[config.mk]
export PLATFORM = sky130hd
export DESIGN_NAME = ftlc_top
export DESIGN_NICKNAME = d
export VERILOG_FILES = /design/src/hdl/ftlc_pkg.sv /design/src/hdl/ftlc_regfile.sv /design/src/hdl/ftlc_top.sv
export SDC_FILE = /design/constraint.sdc
export NUM_CORES = 1
export LEC_CHECK = 0
export BUFFER_PORTS_ARGS = -buffer_cell sky130_fd_sc_hd__buf_2
export CORE_AREA = 5 5 328 330
export CTS_BUF_LIST = sky130_fd_sc_hd__clkbuf_8 sky130_fd_sc_hd__clkbuf_16
export DETAILED_ROUTE_END_ITERATION = 8
export DIE_AREA = 0 0 333 335
export GPL_ROUTABILITY_DRIVEN = 0
export GPL_TIMING_DRIVEN = 0
export PLACE_DENSITY = 0.5
export SLEW_MARGIN = 40
export SYNTH_ARGS = -nofsm -noshare
export SYNTH_HDL_FRONTEND = slang
export SYNTH_SLANG_ARGS = --single-unit
[constraint.sdc]
create_clock -name mclk -period 50.1 [get_ports mclk]
set_clock_uncertainty 0.2 [all_clocks]
set_input_delay 7.515 -clock mclk [delete_from_list [all_inputs] [get_ports mclk]]
set_output_delay 7.515 -clock mclk [all_outputs]
set_load 0.05 [all_outputs]
[src/hdl/ftlc_pkg.sv]
// package: register map, reset values and encodings for the fan limit block
package ftlc_pkg;
  localparam logic [7:0] ADDR_PWM1_FLOOR = 8'h64;
  localparam logic [7:0] ADDR_PWM2_FLOOR = 8'h65;
  localparam logic [7:0] ADDR_PWM3_FLOOR = 8'h66;
  localparam logic [7:0] ADDR_R1_START = 8'h67;
  localparam logic [7:0] ADDR_LOC_START = 8'h68;
  localparam logic [7:0] ADDR_R2_START = 8'h69;
  localparam logic [7:0] ADDR_R1_CRIT = 8'h6A;
  localparam logic [7:0] ADDR_LOC_CRIT = 8'h6B;
  localparam logic [7:0] ADDR_R2_CRIT = 8'h6C;
  localparam logic [7:0] ADDR_R1_LOC_HYST = 8'h6D;
  localparam logic [7:0] ADDR_R2_HYST = 8'h6E;
  localparam logic [7:0] RST_FLOOR_DUTY = 8'h80;
  localparam logic [7:0] RST_START_TEMP = 8'h5A;
  localparam logic [7:0] RST_CRIT_LIMIT = 8'h64;
  localparam logic [7:0] RST_R1_LOC_HYST = 8'h44;
  localparam logic [7:0] RST_R2_HYST = 8'h40;
  localparam logic [7:0] CRIT_DISABLE_CODE = 8'h80;
  localparam logic [7:0] DUTY_FULL = 8'hFF;
  localparam logic [7:0] DUTY_OFF = 8'h00;
  localparam int LOCAL_HYST_LSB = 0;
  localparam int REMOTE1_HYST_LSB = 4;
  localparam int REMOTE2_HYST_LSB = 4;
  localparam int HYST_W = 4;
  localparam int CH_R1 = 0;
  localparam int CH_LOC = 1;
  localparam int CH_R2 = 2;
  localparam int NUM_CH = 3;
  // one temperature step per degree; quarter-degree bits sit below it
  localparam int FRAC_W = 2;
  localparam logic [9:0] ALARM_MARGIN_Q = 10'h001;
  typedef enum logic [1:0] {CH_IDLE, CH_RUN, CH_HOLD} ftlc_ch_state_t;
endpackage

[src/hdl/ftlc_regfile.sv]
// register storage for the fan limit block with registered read data
`timescale 1ns/1ps
`default_nettype none
module ftlc_regfile
  import ftlc_pkg::*;
(
  input wire logic mclk,
  input wire logic rst,
  input wire logic wr_en,
  input wire logic [7:0] addr,
  input wire logic [7:0] wdata,
  input wire logic config_lock,
  input wire logic auto_mode,
  output logic [7:0] rdata_ff,
  output logic [7:0] floor_duty [NUM_CH],
  output logic [7:0] fan_start_temp [NUM_CH],
  output logic [7:0] crit_limit [NUM_CH],
  output logic [7:0] r1_loc_hyst,
  output logic [7:0] r2_hyst
);
  logic [7:0] floor_ff [NUM_CH];
  logic [7:0] start_ff [NUM_CH];
  logic [7:0] crit_ff [NUM_CH];
  logic [7:0] hyst_a_ff;
  logic [7:0] hyst_b_ff;
  logic wr_floor_ok;
  logic wr_lim_ok;

  // automatic loop owns the floors; lock freezes the limits
  assign wr_floor_ok = wr_en && !auto_mode;
  assign wr_lim_ok = wr_en && !config_lock;

  always_ff @(posedge mclk)
  begin
    if (rst)
    begin
      for (int i = 0; i < NUM_CH; i++)
      begin
        floor_ff[i] <= RST_FLOOR_DUTY;
        start_ff[i] <= RST_START_TEMP;
        crit_ff[i] <= RST_CRIT_LIMIT;
      end
      hyst_a_ff <= RST_R1_LOC_HYST;
      hyst_b_ff <= RST_R2_HYST;
    end
    else
    begin
      if (wr_floor_ok)
      begin
        case (addr)
          ADDR_PWM1_FLOOR: floor_ff[0] <= wdata;
          ADDR_PWM2_FLOOR: floor_ff[1] <= wdata;
          ADDR_PWM3_FLOOR: floor_ff[2] <= wdata;
          default: ;
        endcase
      end
      if (wr_lim_ok)
      begin
        case (addr)
          ADDR_R1_START: start_ff[CH_R1] <= wdata;
          ADDR_LOC_START: start_ff[CH_LOC] <= wdata;
          ADDR_R2_START: start_ff[CH_R2] <= wdata;
          ADDR_R1_CRIT: crit_ff[CH_R1] <= wdata;
          ADDR_LOC_CRIT: crit_ff[CH_LOC] <= wdata;
          ADDR_R2_CRIT: crit_ff[CH_R2] <= wdata;
          ADDR_R1_LOC_HYST: hyst_a_ff <= wdata;
          ADDR_R2_HYST: hyst_b_ff <= wdata;
          default: ;
        endcase
      end
    end
  end

  always_ff @(posedge mclk)
  begin
    if (rst)
    begin
      rdata_ff <= 8'h00;
    end
    else
    begin
      case (addr)
        ADDR_PWM1_FLOOR: rdata_ff <= floor_ff[0];
        ADDR_PWM2_FLOOR: rdata_ff <= floor_ff[1];
        ADDR_PWM3_FLOOR: rdata_ff <= floor_ff[2];
        ADDR_R1_START: rdata_ff <= start_ff[CH_R1];
        ADDR_LOC_START: rdata_ff <= start_ff[CH_LOC];
        ADDR_R2_START: rdata_ff <= start_ff[CH_R2];
        ADDR_R1_CRIT: rdata_ff <= crit_ff[CH_R1];
        ADDR_LOC_CRIT: rdata_ff <= crit_ff[CH_LOC];
        ADDR_R2_CRIT: rdata_ff <= crit_ff[CH_R2];
        ADDR_R1_LOC_HYST: rdata_ff <= hyst_a_ff;
        ADDR_R2_HYST: rdata_ff <= hyst_b_ff;
        default: rdata_ff <= 8'h00;
      endcase
    end
  end

  assign floor_duty = floor_ff;
  assign fan_start_temp = start_ff;
  assign crit_limit = crit_ff;
  assign r1_loc_hyst = hyst_a_ff;
  assign r2_hyst = hyst_b_ff;
endmodule
`default_nettype wire

[src/hdl/ftlc_top.sv]
// fan start, floor duty and critical over-temperature limit logic
`timescale 1ns/1ps
`default_nettype none
// Notes on behaviour
// - three floor-duty registers at 0x64..0x66, reset 0x80
// - floor duty is linear: 0x00 off, 0xFF full
// - floor-duty registers ignore writes while automatic mode runs
// - three start temperature registers at 0x67..0x69, reset 0x5A
// - above start temperature, fan runs from floor rising with temperature
// - lock bit makes start, critical and hysteresis registers read-only
// - three critical limit registers at 0x6A..0x6C, reset 0x64
// - any channel over its critical limit forces every output full
// - critical limit value 0x80 disables that channel's fail-safe
// - full duty holds until temperature below limit minus hysteresis
// - alarm pin, when output, pulls low 0.25 degrees above limit
// - 0x6D holds local hysteresis 3:0, remote 1 7:4, reset 0x44
// - 0x6E holds remote 2 hysteresis in 7:4, reset 0x40
// - below start, floor duty holds until start minus hysteresis
// - hysteresis fields are 0..15 degrees per channel
module ftlc_top
  import ftlc_pkg::*;
(
  input wire logic mclk,
  input wire logic rst,
  input wire logic reg_wr_en,
  input wire logic [7:0] reg_addr,
  input wire logic [7:0] reg_wdata,
  output logic [7:0] reg_rdata_ff,
  input wire logic config_lock,
  input wire logic auto_mode,
  input wire logic alarm_as_output,
  input wire logic [9:0] temp_r1_q,
  input wire logic [9:0] temp_loc_q,
  input wire logic [9:0] temp_r2_q,
  input wire logic [7:0] span_r1,
  input wire logic [7:0] span_loc,
  input wire logic [7:0] span_r2,
  input wire logic critical_alarm_in,
  output logic critical_alarm_out_ff,
  output logic critical_alarm_oe_ff,
  output logic [7:0] pwm_duty1_ff,
  output logic [7:0] pwm_duty2_ff,
  output logic [7:0] pwm_duty3_ff,
  output logic [2:0] fan_running_ff,
  output logic [2:0] crit_trip_ff
);
  import ftlc_pkg::*;

  // ------------------------------------------------------------
  // registers
  // ------------------------------------------------------------
  logic [7:0] floor_duty [NUM_CH];
  logic [7:0] fan_start_temp [NUM_CH];
  logic [7:0] crit_limit [NUM_CH];
  logic [7:0] r1_loc_hyst;
  logic [7:0] r2_hyst;
  logic [7:0] rdata;

  ftlc_regfile u_regs (
    .mclk(mclk),
    .rst(rst),
    .wr_en(reg_wr_en),
    .addr(reg_addr),
    .wdata(reg_wdata),
    .config_lock(config_lock),
    .auto_mode(auto_mode),
    .rdata_ff(rdata),
    .floor_duty(floor_duty),
    .fan_start_temp(fan_start_temp),
    .crit_limit(crit_limit),
    .r1_loc_hyst(r1_loc_hyst),
    .r2_hyst(r2_hyst)
  );

  always_ff @(posedge mclk)
  begin
    if (rst)
    begin
      reg_rdata_ff <= 8'h00;
    end
    else
    begin
      reg_rdata_ff <= rdata;
    end
  end

  // ------------------------------------------------------------
  // helpers
  // ------------------------------------------------------------
  // degrees minus hysteresis, clamped at zero so a low limit never wraps
  function automatic logic [7:0] sub_hyst(input logic [7:0] deg, input logic [3:0] hyst);
    logic [8:0] diff;
    diff = {1'b0, deg} - {5'h00, hyst};
    sub_hyst = diff[8] ? 8'h00 : diff[7:0];
  endfunction

  // floor + (temp - start) * 256 / span, saturating at full
  function automatic logic [7:0] ramp_duty(input logic [7:0] floor, input logic [7:0] excess,
                                           input logic [7:0] span);
    logic [16:0] step;
    logic [16:0] sum;
    step = 17'(({9'h000, excess} << 8) / {9'h000, (span == 8'h00) ? 8'h01 : span});
    sum = step + {9'h000, floor};
    ramp_duty = (sum > 17'h000FF) ? DUTY_FULL : sum[7:0];
  endfunction

  logic [7:0] temp_deg [NUM_CH];
  logic [9:0] temp_q [NUM_CH];
  logic [7:0] span [NUM_CH];
  logic [3:0] hyst [NUM_CH];

  assign temp_q[CH_R1] = temp_r1_q;
  assign temp_q[CH_LOC] = temp_loc_q;
  assign temp_q[CH_R2] = temp_r2_q;
  assign span[CH_R1] = span_r1;
  assign span[CH_LOC] = span_loc;
  assign span[CH_R2] = span_r2;
  assign hyst[CH_LOC] = r1_loc_hyst[LOCAL_HYST_LSB +: HYST_W];
  assign hyst[CH_R1] = r1_loc_hyst[REMOTE1_HYST_LSB +: HYST_W];
  assign hyst[CH_R2] = r2_hyst[REMOTE2_HYST_LSB +: HYST_W];

  // ------------------------------------------------------------
  // per-channel start and critical tracking
  // ------------------------------------------------------------
  ftlc_ch_state_t ch_state_ff [NUM_CH];
  logic [2:0] trip_ff;
  logic [2:0] crit_enabled;
  logic [2:0] alarm_over;
  logic [7:0] ch_duty [NUM_CH];

  always_comb
  begin
    for (int c = 0; c < NUM_CH; c++)
    begin
      temp_deg[c] = temp_q[c][9:FRAC_W];
      crit_enabled[c] = (crit_limit[c] != CRIT_DISABLE_CODE);
      // quarter degree above the limit, in quarter-degree units
      alarm_over[c] = crit_enabled[c] &&
                      (temp_q[c] >= ({crit_limit[c], 2'b00} + ALARM_MARGIN_Q));
    end
  end

  always_ff @(posedge mclk)
  begin
    if (rst)
    begin
      for (int c = 0; c < NUM_CH; c++)
      begin
        ch_state_ff[c] <= CH_IDLE;
      end
    end
    else
    begin
      for (int c = 0; c < NUM_CH; c++)
      begin
        case (ch_state_ff[c])
          CH_IDLE:
          begin
            if (temp_deg[c] > fan_start_temp[c])
            begin
              ch_state_ff[c] <= CH_RUN;
            end
          end
          CH_RUN:
          begin
            if (temp_deg[c] < fan_start_temp[c])
            begin
              ch_state_ff[c] <= CH_HOLD;
            end
          end
          CH_HOLD:
          begin
            if (temp_deg[c] > fan_start_temp[c])
            begin
              ch_state_ff[c] <= CH_RUN;
            end
            else if (temp_deg[c] <= sub_hyst(fan_start_temp[c], hyst[c]))
            begin
              ch_state_ff[c] <= CH_IDLE;
            end
          end
          default: ch_state_ff[c] <= CH_IDLE;
        endcase
      end
    end
  end

  always_ff @(posedge mclk)
  begin
    if (rst)
    begin
      trip_ff <= 3'h0;
    end
    else
    begin
      for (int c = 0; c < NUM_CH; c++)
      begin
        if (!crit_enabled[c])
        begin
          trip_ff[c] <= 1'b0;
        end
        else if (temp_deg[c] > crit_limit[c])
        begin
          trip_ff[c] <= 1'b1;
        end
        else if (temp_deg[c] < sub_hyst(crit_limit[c], hyst[c]))
        begin
          trip_ff[c] <= 1'b0;
        end
      end
    end
  end

  // ------------------------------------------------------------
  // duty selection
  // ------------------------------------------------------------
  // each output follows the channel with the same index; a limitation,
  // since a fuller part routes channels to outputs through config bits
  always_comb
  begin
    for (int c = 0; c < NUM_CH; c++)
    begin
      case (ch_state_ff[c])
        CH_RUN:
        begin
          ch_duty[c] = (temp_deg[c] > fan_start_temp[c]) ?
                       ramp_duty(floor_duty[c], temp_deg[c] - fan_start_temp[c], span[c]) :
                       floor_duty[c];
        end
        CH_HOLD: ch_duty[c] = floor_duty[c];
        default: ch_duty[c] = DUTY_OFF;
      endcase
    end
  end

  // manual drive: hold the programmed floor (fan off at 0x00)
  always_ff @(posedge mclk)
  begin
    if (rst)
    begin
      pwm_duty1_ff <= DUTY_OFF;
    end
    else if (|trip_ff)
    begin
      pwm_duty1_ff <= DUTY_FULL;
    end
    else if (auto_mode)
    begin
      pwm_duty1_ff <= ch_duty[0];
    end
    else
    begin
      pwm_duty1_ff <= floor_duty[0];
    end
  end

  always_ff @(posedge mclk)
  begin
    if (rst)
    begin
      pwm_duty2_ff <= DUTY_OFF;
    end
    else if (|trip_ff)
    begin
      pwm_duty2_ff <= DUTY_FULL;
    end
    else if (auto_mode)
    begin
      pwm_duty2_ff <= ch_duty[1];
    end
    else
    begin
      pwm_duty2_ff <= floor_duty[1];
    end
  end

  always_ff @(posedge mclk)
  begin
    if (rst)
    begin
      pwm_duty3_ff <= DUTY_OFF;
    end
    else if (|trip_ff)
    begin
      pwm_duty3_ff <= DUTY_FULL;
    end
    else if (auto_mode)
    begin
      pwm_duty3_ff <= ch_duty[2];
    end
    else
    begin
      pwm_duty3_ff <= floor_duty[2];
    end
  end

  // ------------------------------------------------------------
  // status and alarm pin
  // ------------------------------------------------------------
  always_ff @(posedge mclk)
  begin
    if (rst)
    begin
      fan_running_ff <= 3'h0;
    end
    else
    begin
      for (int c = 0; c < NUM_CH; c++)
      begin
        fan_running_ff[c] <= (ch_state_ff[c] != CH_IDLE);
      end
    end
  end

  always_ff @(posedge mclk)
  begin
    if (rst)
    begin
      crit_trip_ff <= 3'h0;
    end
    else
    begin
      crit_trip_ff <= trip_ff;
    end
  end

  // open drain: output level always low, only the enable moves
  always_ff @(posedge mclk)
  begin
    if (rst)
    begin
      critical_alarm_out_ff <= 1'b0;
      critical_alarm_oe_ff <= 1'b0;
    end
    else
    begin
      critical_alarm_out_ff <= 1'b0;
      critical_alarm_oe_ff <= alarm_as_output && (|alarm_over);
    end
  end

  // input side of the pin is owned by the monitoring logic elsewhere
  logic unused_alarm_in;
  assign unused_alarm_in = critical_alarm_in;
endmodule
`default_nettype wire

==> summary.md, run 1 <==
| Metric | Value |
|---|---|
| Setup violations, final | 0 |
| Grt ovf | 0 |
| CP Class | in2reg |
| Top cell type's share of synthesized area | 18.7% |
| TritonCTS clock tree | yes |
| DRC viols | 0 |
| Avg Inst Size Synth | 7.28 um^2 |
| CP arrival | 47.20 ns |
| Filler Cell Count | 11,400 |
| Worst skew pair latency | 0.45 ns |
| Largest net degree at the start of global routing | 21 |
| Synth cell types | 130 |
| Io pins | 117 |
| CP Max Fanout | 10 |
| Number of global-route vias before repair | 30,200 |
| Core Rows | 119 |
| Num CTS Buffers | 17 |
| Part of the cycle the worst path needs | 94.0% |
| Post-synth EDFFs | 6 |
| Core footprint | 105,000 um^2 |
| Slew Limit Fails | 0 |
| Startpoint type of the worst setup path | input pin |
| Most frequent cells in the layout | ha_1, nand2_1, nor2_1 |
| Initial antenna violation count | 32 |
| DR iter-0 viols | 1,935 |
| Final Hold Fails | 0 |
| Initial Util | 29.7% |
| Dpl ws | -0.423 ns |
| Post-synthesis register bit count | 144 |
| Drt total wl | 109 mm |
| Post-synth ARST share | 0% |
| Worst-margin pin slew | 0.912 ns |
| Final-stage net count | 4,970 |
| Avg WL per Cell | 18.7 um |
| Design area | 34,400 um^2 |
| Vias | 32,200 |
| FF+latch area | 2940 um^2 |
| Top FF cell, synth | dfxtp_1 |
| Die Width | 333 um |
| Port buffer count | 113 |
| Worst Path Required | 50.20 ns |
| Max_cap viols | 0 |
| 1st-pass router iterations | 6 |
| Hold slack | 0.236 ns |
| Final ANT Viol Nets | 0 |
| CTS H-tree depth | 4 |
| Sequential-to-total area share from yosys stat | 9.47% |
| First-pass GRT wire length | 168 mm |
| CP endpoint kind | register |
| Worst path slowest cell | a2111oi_0 |
| Hold_buf cts | 0 |
| CTS root buf | clkbuf_16 |
| Area occupied by multi-input gates | 27,000 um^2 |
| Hold/Removal Path Class | reg2reg |
| Reg clk slew, reported paths | 0.07 ns |
| CP dominant cell by count | a21oi_1 |
| Max clock buf depth | 2 |
| Fmax | 0.0212 GHz |
| Synth area leaders | ha_1, dfxtp_1, a21oi_1, nand2_1, nor2_1 |
| Outcome | completed |
| Cells after Synth | 4,268 |
| Post-route setup slack | 3.00 ns |
| Crit path time final | 47.10 ns |
| HPWL after DPL | 89.9 mm |
| Share of layout cells above drive strength 1 | 9.51% |
| Yosys Warn Count | 0 |
| Area after DPL | 33,500 um^2 |
| Die Y | 335 um |
| Cell Area, Synth | 31,100 um^2 |
| Total GRT Usage | 18.4% |
| Die area | 112,000 um^2 |
| Max_slew headroom | 39.2% |
| Commonest non-fill, non-tap cell in the layout | ha_1 |
| Clock sinks | 144 |
| Routed vias/inst | 5.51 |
| P&R area growth vs syn | 10.7% |
| Crit path largest cell delay | 0.49 ns |
| Most area-hungry cell type in the Yosys netlist | ha_1 |
metal layers:
| layer | up-vias | routed length (um) | GRT usage [%] |
|---|---|---|---|
| li1 | 16300 | - | - |
| met5 | - | 115 | 0 |
| met3 | 141 | 5580 | 3.04 |
| met2 | 698 | 50700 | 31.8 |
| met4 | 18 | 2820 | 4.62 |
| met1 | 15000 | 49900 | 24.1 |
layout make-up:
| type | instances | share of cell area [%] |
|---|---|---|
| Antenna cell | 19 | 0.138 |
| Buffer | 111 | 1.41 |
| Inverter | 222 | 2.43 |
| Tap cell | 1391 | 5.06 |
| Sequential cell | 144 | 8.56 |
| Clock buffer | 17 | 1.24 |
| Timing Repair Buffer | 127 | 1.94 |
| Clock inverter | 15 | 0.564 |
| Multi-Input combinational cell | 3793 | 78.7 |
synth_stat cells (all sizes together) (43+ instances only):
library cell / count
ha: 465
nand2: 449
nor2: 388
a21oi: 378
o21ai: 234
inv: 220
a21o: 187
xnor2: 142
dfxtp: 138
nor3: 137
o21a: 90
nand2b: 88
xor2: 87
clkbuf: 81
o211ai: 78
a31oi: 72
mux2: 66
or3: 64
nand3: 61
nor2b: 61
and2: 54
a211oi: 51
mux2i: 48
nand4: 43
cells by family after synthesis:
family	count (synthesis)	synth area share, %
and+or+nand+nor	1501	23.9
AOI/OAI and AO/OA	1462	32.1
adders and majority gates	478	19.5
buffers and inverters	334	4.18
xor gates and xnor gates	229	6.46
DFF	144	9.47
muxes	119	4.34
other	1	0.0121
registers in the layout, indices dropped and copies added, names as in the netlist:
register               flops
critical_alarm_oe_ff       1
pwm_duty2_ff               8
u_regs.crit_limit         24
u_regs.rdata_ff            8
pwm_duty3_ff               8
u_regs.floor_duty         24
trip_ff                    3
ch_state_ff                6
u_regs.r1_loc_hyst         8
reg_rdata_ff               8
u_regs.fan_start_temp     24
pwm_duty1_ff               8
fan_running_ff             3
u_regs.r2_hyst             8
crit_trip_ff               3
worst max-delay path, delay by kind of cell:
kind	cells	cell delay [ns]
AOI/OAI and AO/OA	96	20.35
and+or+nand+nor	44	7.89
buffers and inverters	21	4.14
adders and majority gates	19	6.13
muxes	3	1.14
worst paths after layout:
path,from,endpoint,slack (ns),cells after the start
setup / recovery,temp_r1_q[3],pwm_duty1_ff[7],3.00,183
hold / removal,u_regs.rdata_ff[3],reg_rdata_ff[3],0.24,1
setup reg to reg,u_regs.fan_start_temp[17],pwm_duty1_ff[7],9.67,183
hold reg to reg,u_regs.rdata_ff[3],reg_rdata_ff[3],0.24,1
stage by stage:
step                TNS [ns]  std cells  util [%]
floorplan                  0       4271         -
global placement       -8.35       5775      31.9
detailed placement     -2.15       5776      32.0
CTS                        0       5808      32.6
global route         -0.0740       5822      32.9
finish                     0       5839      32.9
timing repair:
item                                    CTS  global route
buffers inserted                          0            12
endpoints found under the setup margin    3            24
pin swaps                                 0             5
gates resized for setup                   1            50
cloned                                    0             0
endpoints found under the hold margin     0             0
Power of run 1 is left out: the tool's default activity adds up to more than one toggle a clock period on the data nets, which glitch-free logic cannot reach.
==> run 2, diff against run 1 <==
Settings changed: CORE_AREA 5 5 328 330 to 5 5 329 331, DIE_AREA 0 0 333 335 to 0 0 334 336, SYNTH_HIERARCHICAL set to 1.
==> run 2 against run 1 <==
Hold slack better by 0.0099 ns; clock-buffer cell count up 2; setup slack better by 0.12 ns; final area about the same; synthesized area up 0.36%; die area up 0.60%; routed wire length down 3.5%; fmax up 0.25%; global-route usage down 0.60 points; final cell count down 2.0%; largest cell class unchanged.
==> summary.md, run 2 <==
| Metric | Value |
|---|---|
| Synth area leaders | ha_1, dfxtp_1, a21oi_1, nor2_1, a21o_1 |
| Die area | 112,000 um^2 |
| Final Hold Fails | 0 |
| RSZ-0062 raised after global routing | no |
| Met1 WL | 50.6 mm |
| Hold Path End | reg_rdata_ff[2] |
| Initial Util | 29.7% |
| Largest net degree at the start of global routing | 22 |
| Avg WL per Cell | 18.4 um |
| 1st-pass router iterations | 6 |
| Post-synthesis register bit count | 144 |
| Port buffer count | 104 |
| Max_slew headroom | 43.3% |
| Commonest non-fill, non-tap cell in the layout | ha_1 |
| Cell Area, Synth | 31,200 um^2 |
| Die Y | 336 um |
| Post-synth ARST share | 0% |
| P&R area growth vs syn | 10.3% |
| Max_cap viols | 0 |
| CP Max Fanout | 19 |
| Startpoint type of the worst setup path | input pin |
| Cells after Synth | 4,167 |
| Worst path slowest cell | o211ai_1 |
| CP Class | in2reg |
| Num CTS Buffers | 17 |
| Filler Cell Count | 11,400 |
| DR iter-0 viols | 1,914 |
| Hold path startpoint | u_regs/rdata_ff[2] |
| Grt ovf | 0 |
| Final-stage net count | 4,861 |
| CTS root buf | clkbuf_16 |
| Final ANT Viol Nets | 0 |
| TritonCTS clock tree | yes |
| Crit path largest cell delay | 0.60 ns |
| Core Rows | 119 |
| Setup TNS Final | 0 ns |
| Worst skew pair latency | 0.44 ns |
| Worst-margin pin slew | 0.843 ns |
| Die Width | 334 um |
| Most frequent cells after synthesis | ha_1, nor2_1, a21oi_1 |
| CP endpoint kind | register |
| Top FF cell, synth | dfxtp_1 |
| Drt total wl | 105 mm |
| Top cell type's share of synthesized area | 18.7% |
| Met2 wire len | 48.1 mm |
| DRC viols | 0 |
| Hold/Removal Path Class | reg2reg |
| Number of global-route vias before repair | 29,800 |
| Yosys Warn Count | 6 |
| Most area-hungry cell type in the Yosys netlist | ha_1 |
| Routed vias/inst | 5.50 |
| CTS H-tree depth | 4 |
| Worst reg2reg startpoint | u_regs/fan_start_temp[9] |
| Avg Inst Size Synth | 7.48 um^2 |
| Part of the cycle the worst path needs | 93.8% |
| Setup violations, final | 0 |
| Max clock buf depth | 2 |
| Io pins | 117 |
| Core footprint | 105,000 um^2 |
| Clock sinks | 144 |
| Crit path time final | 46.98 ns |
| Slew Limit Fails | 0 |
| Top Metal Used | met5 |
| CP arrival | 47.15 ns |
| Fmax | 0.0213 GHz |
| CP dominant cell by count | a21oi_1 |
| Flop2flop setup slack | 9.91 ns |
| HPWL after DPL | 86.0 mm |
| Outcome | completed |
| Count leader, synth | ha_1 |
| Total GRT Usage | 17.8% |
| Reg clk slew, reported paths | 0.07 ns |
| Post-synth EDFFs | 6 |
| Most frequent cells in the layout | ha_1, nor2_1, a21oi_1 |
| Initial antenna violation count | 22 |
| Synth cell types | 138 |
| Worst r2r path cells | 175 |
| First-pass GRT wire length | 165 mm |
| Met3 wire length | 4.84 mm |
| Worst Path Required | 50.27 ns |
| Share of layout cells above drive strength 1 | 9.81% |
| Vias | 31,500 |
| FF-to-FF End | pwm_duty2_ff[0] |
| Min-Delay Path Depth | 1 |
| Sequential-to-total area share from yosys stat | 9.44% |
| Hold slack | 0.246 ns |
[run 2: changes by cell type after synthesis, moves of 24 or more]
cell	before	now
a211o_1	17	41
a21oi_1	374	319
clkbuf_1	81	56
mux2i_1	48	108
nand2_1	446	279
nor2b_1	61	91
nor3_1	131	101
[run 2: metal layers]
layer	up-vias	track usage, %
li1	16000	-
met1	14800	25.1
met2	607	30.6
met3	91	1.19
met4	4	2.73
met5	-	0
[run 2: cell type report]
| type | instances | area (um^2) | share of cell area [%] |
|---|---|---|---|
| Sequential cell | 144 | 2940 | 8.56 |
| Clock buffer | 19 | 475 | 1.38 |
| Timing Repair Buffer | 116 | 614 | 1.79 |
| Inverter | 217 | 823 | 2.39 |
| Antenna cell | 12 | 30.0 | 0.0873 |
| Buffer | 111 | 554 | 1.61 |
| Timing Repair inverter | 1 | 5.00 | 0.0145 |
| Tap cell | 1391 | 1740 | 5.06 |
| Clock inverter | 13 | 171 | 0.498 |
| Multi-Input combinational cell | 3699 | 27000 | 78.6 |
[run 2: stage by stage]
step           utilization (%)  worst slack [ns]  cells  cell area, um^2
2_1_floorplan                -              8.90   4170            31200
3_3_place_gp              31.9             0.652   5665            33500
3_5_place_dp              32.0              1.29   5667            33500
4_1_cts                   32.6              1.59   5699            34200
5_1_grt                   32.8            0.0348   5711            34400
6_report                  32.8              3.12   5723            34400
[run 2: how the worst max path moves through the flow]
stage	startpoint	end	slack [ns]	cells past startpoint
final	span_loc[1]	pwm_duty2_ff[0]	3.12	173
after detailed placement	temp_r1_q[3]	pwm_duty1_ff[3]	1.29	174
after CTS	temp_r1_q[3]	pwm_duty1_ff[3]	1.59	174
after global routing	span_loc[1]	pwm_duty2_ff[5]	0.03	176
after floorplan	span_r1[7]	pwm_duty1_ff[4]	8.90	172
after global placement	span_r1[7]	pwm_duty1_ff[4]	0.65	173
[run 2: cell families after synthesis]
logic type | Yosys count | share of synthesized area [%]
adder cells (fa/ha/maj) | 477 | 19.4
AND/OR/NAND/NOR | 1402 | 23.5
flip-flops | 144 | 9.44
AO/OA/AOI/OAI | 1396 | 30.2
other | 1 | 0.0120
XOR/XNOR | 223 | 6.33
multiplexers | 196 | 6.78
buffers and inverters | 328 | 4.34
[run 2: what timing repair did]
action / in CTS / in global routing
endpoints found under the setup margin: 0 / 16
resized for setup: 0 / 35
setup buffers: 0 / 10
hold buffers: 0 / 0
[run 2: critical path: cells and delay by family]
| family | cells | cell delay [ns] |
|---|---|---|
| compound gates | 88 | 20.07 |
| fa+ha+maj | 18 | 5.76 |
| buf+inv | 19 | 4.32 |
| mux | 6 | 1.95 |
| simple gates | 42 | 7.43 |
Power of run 2 is left out for the same reason.
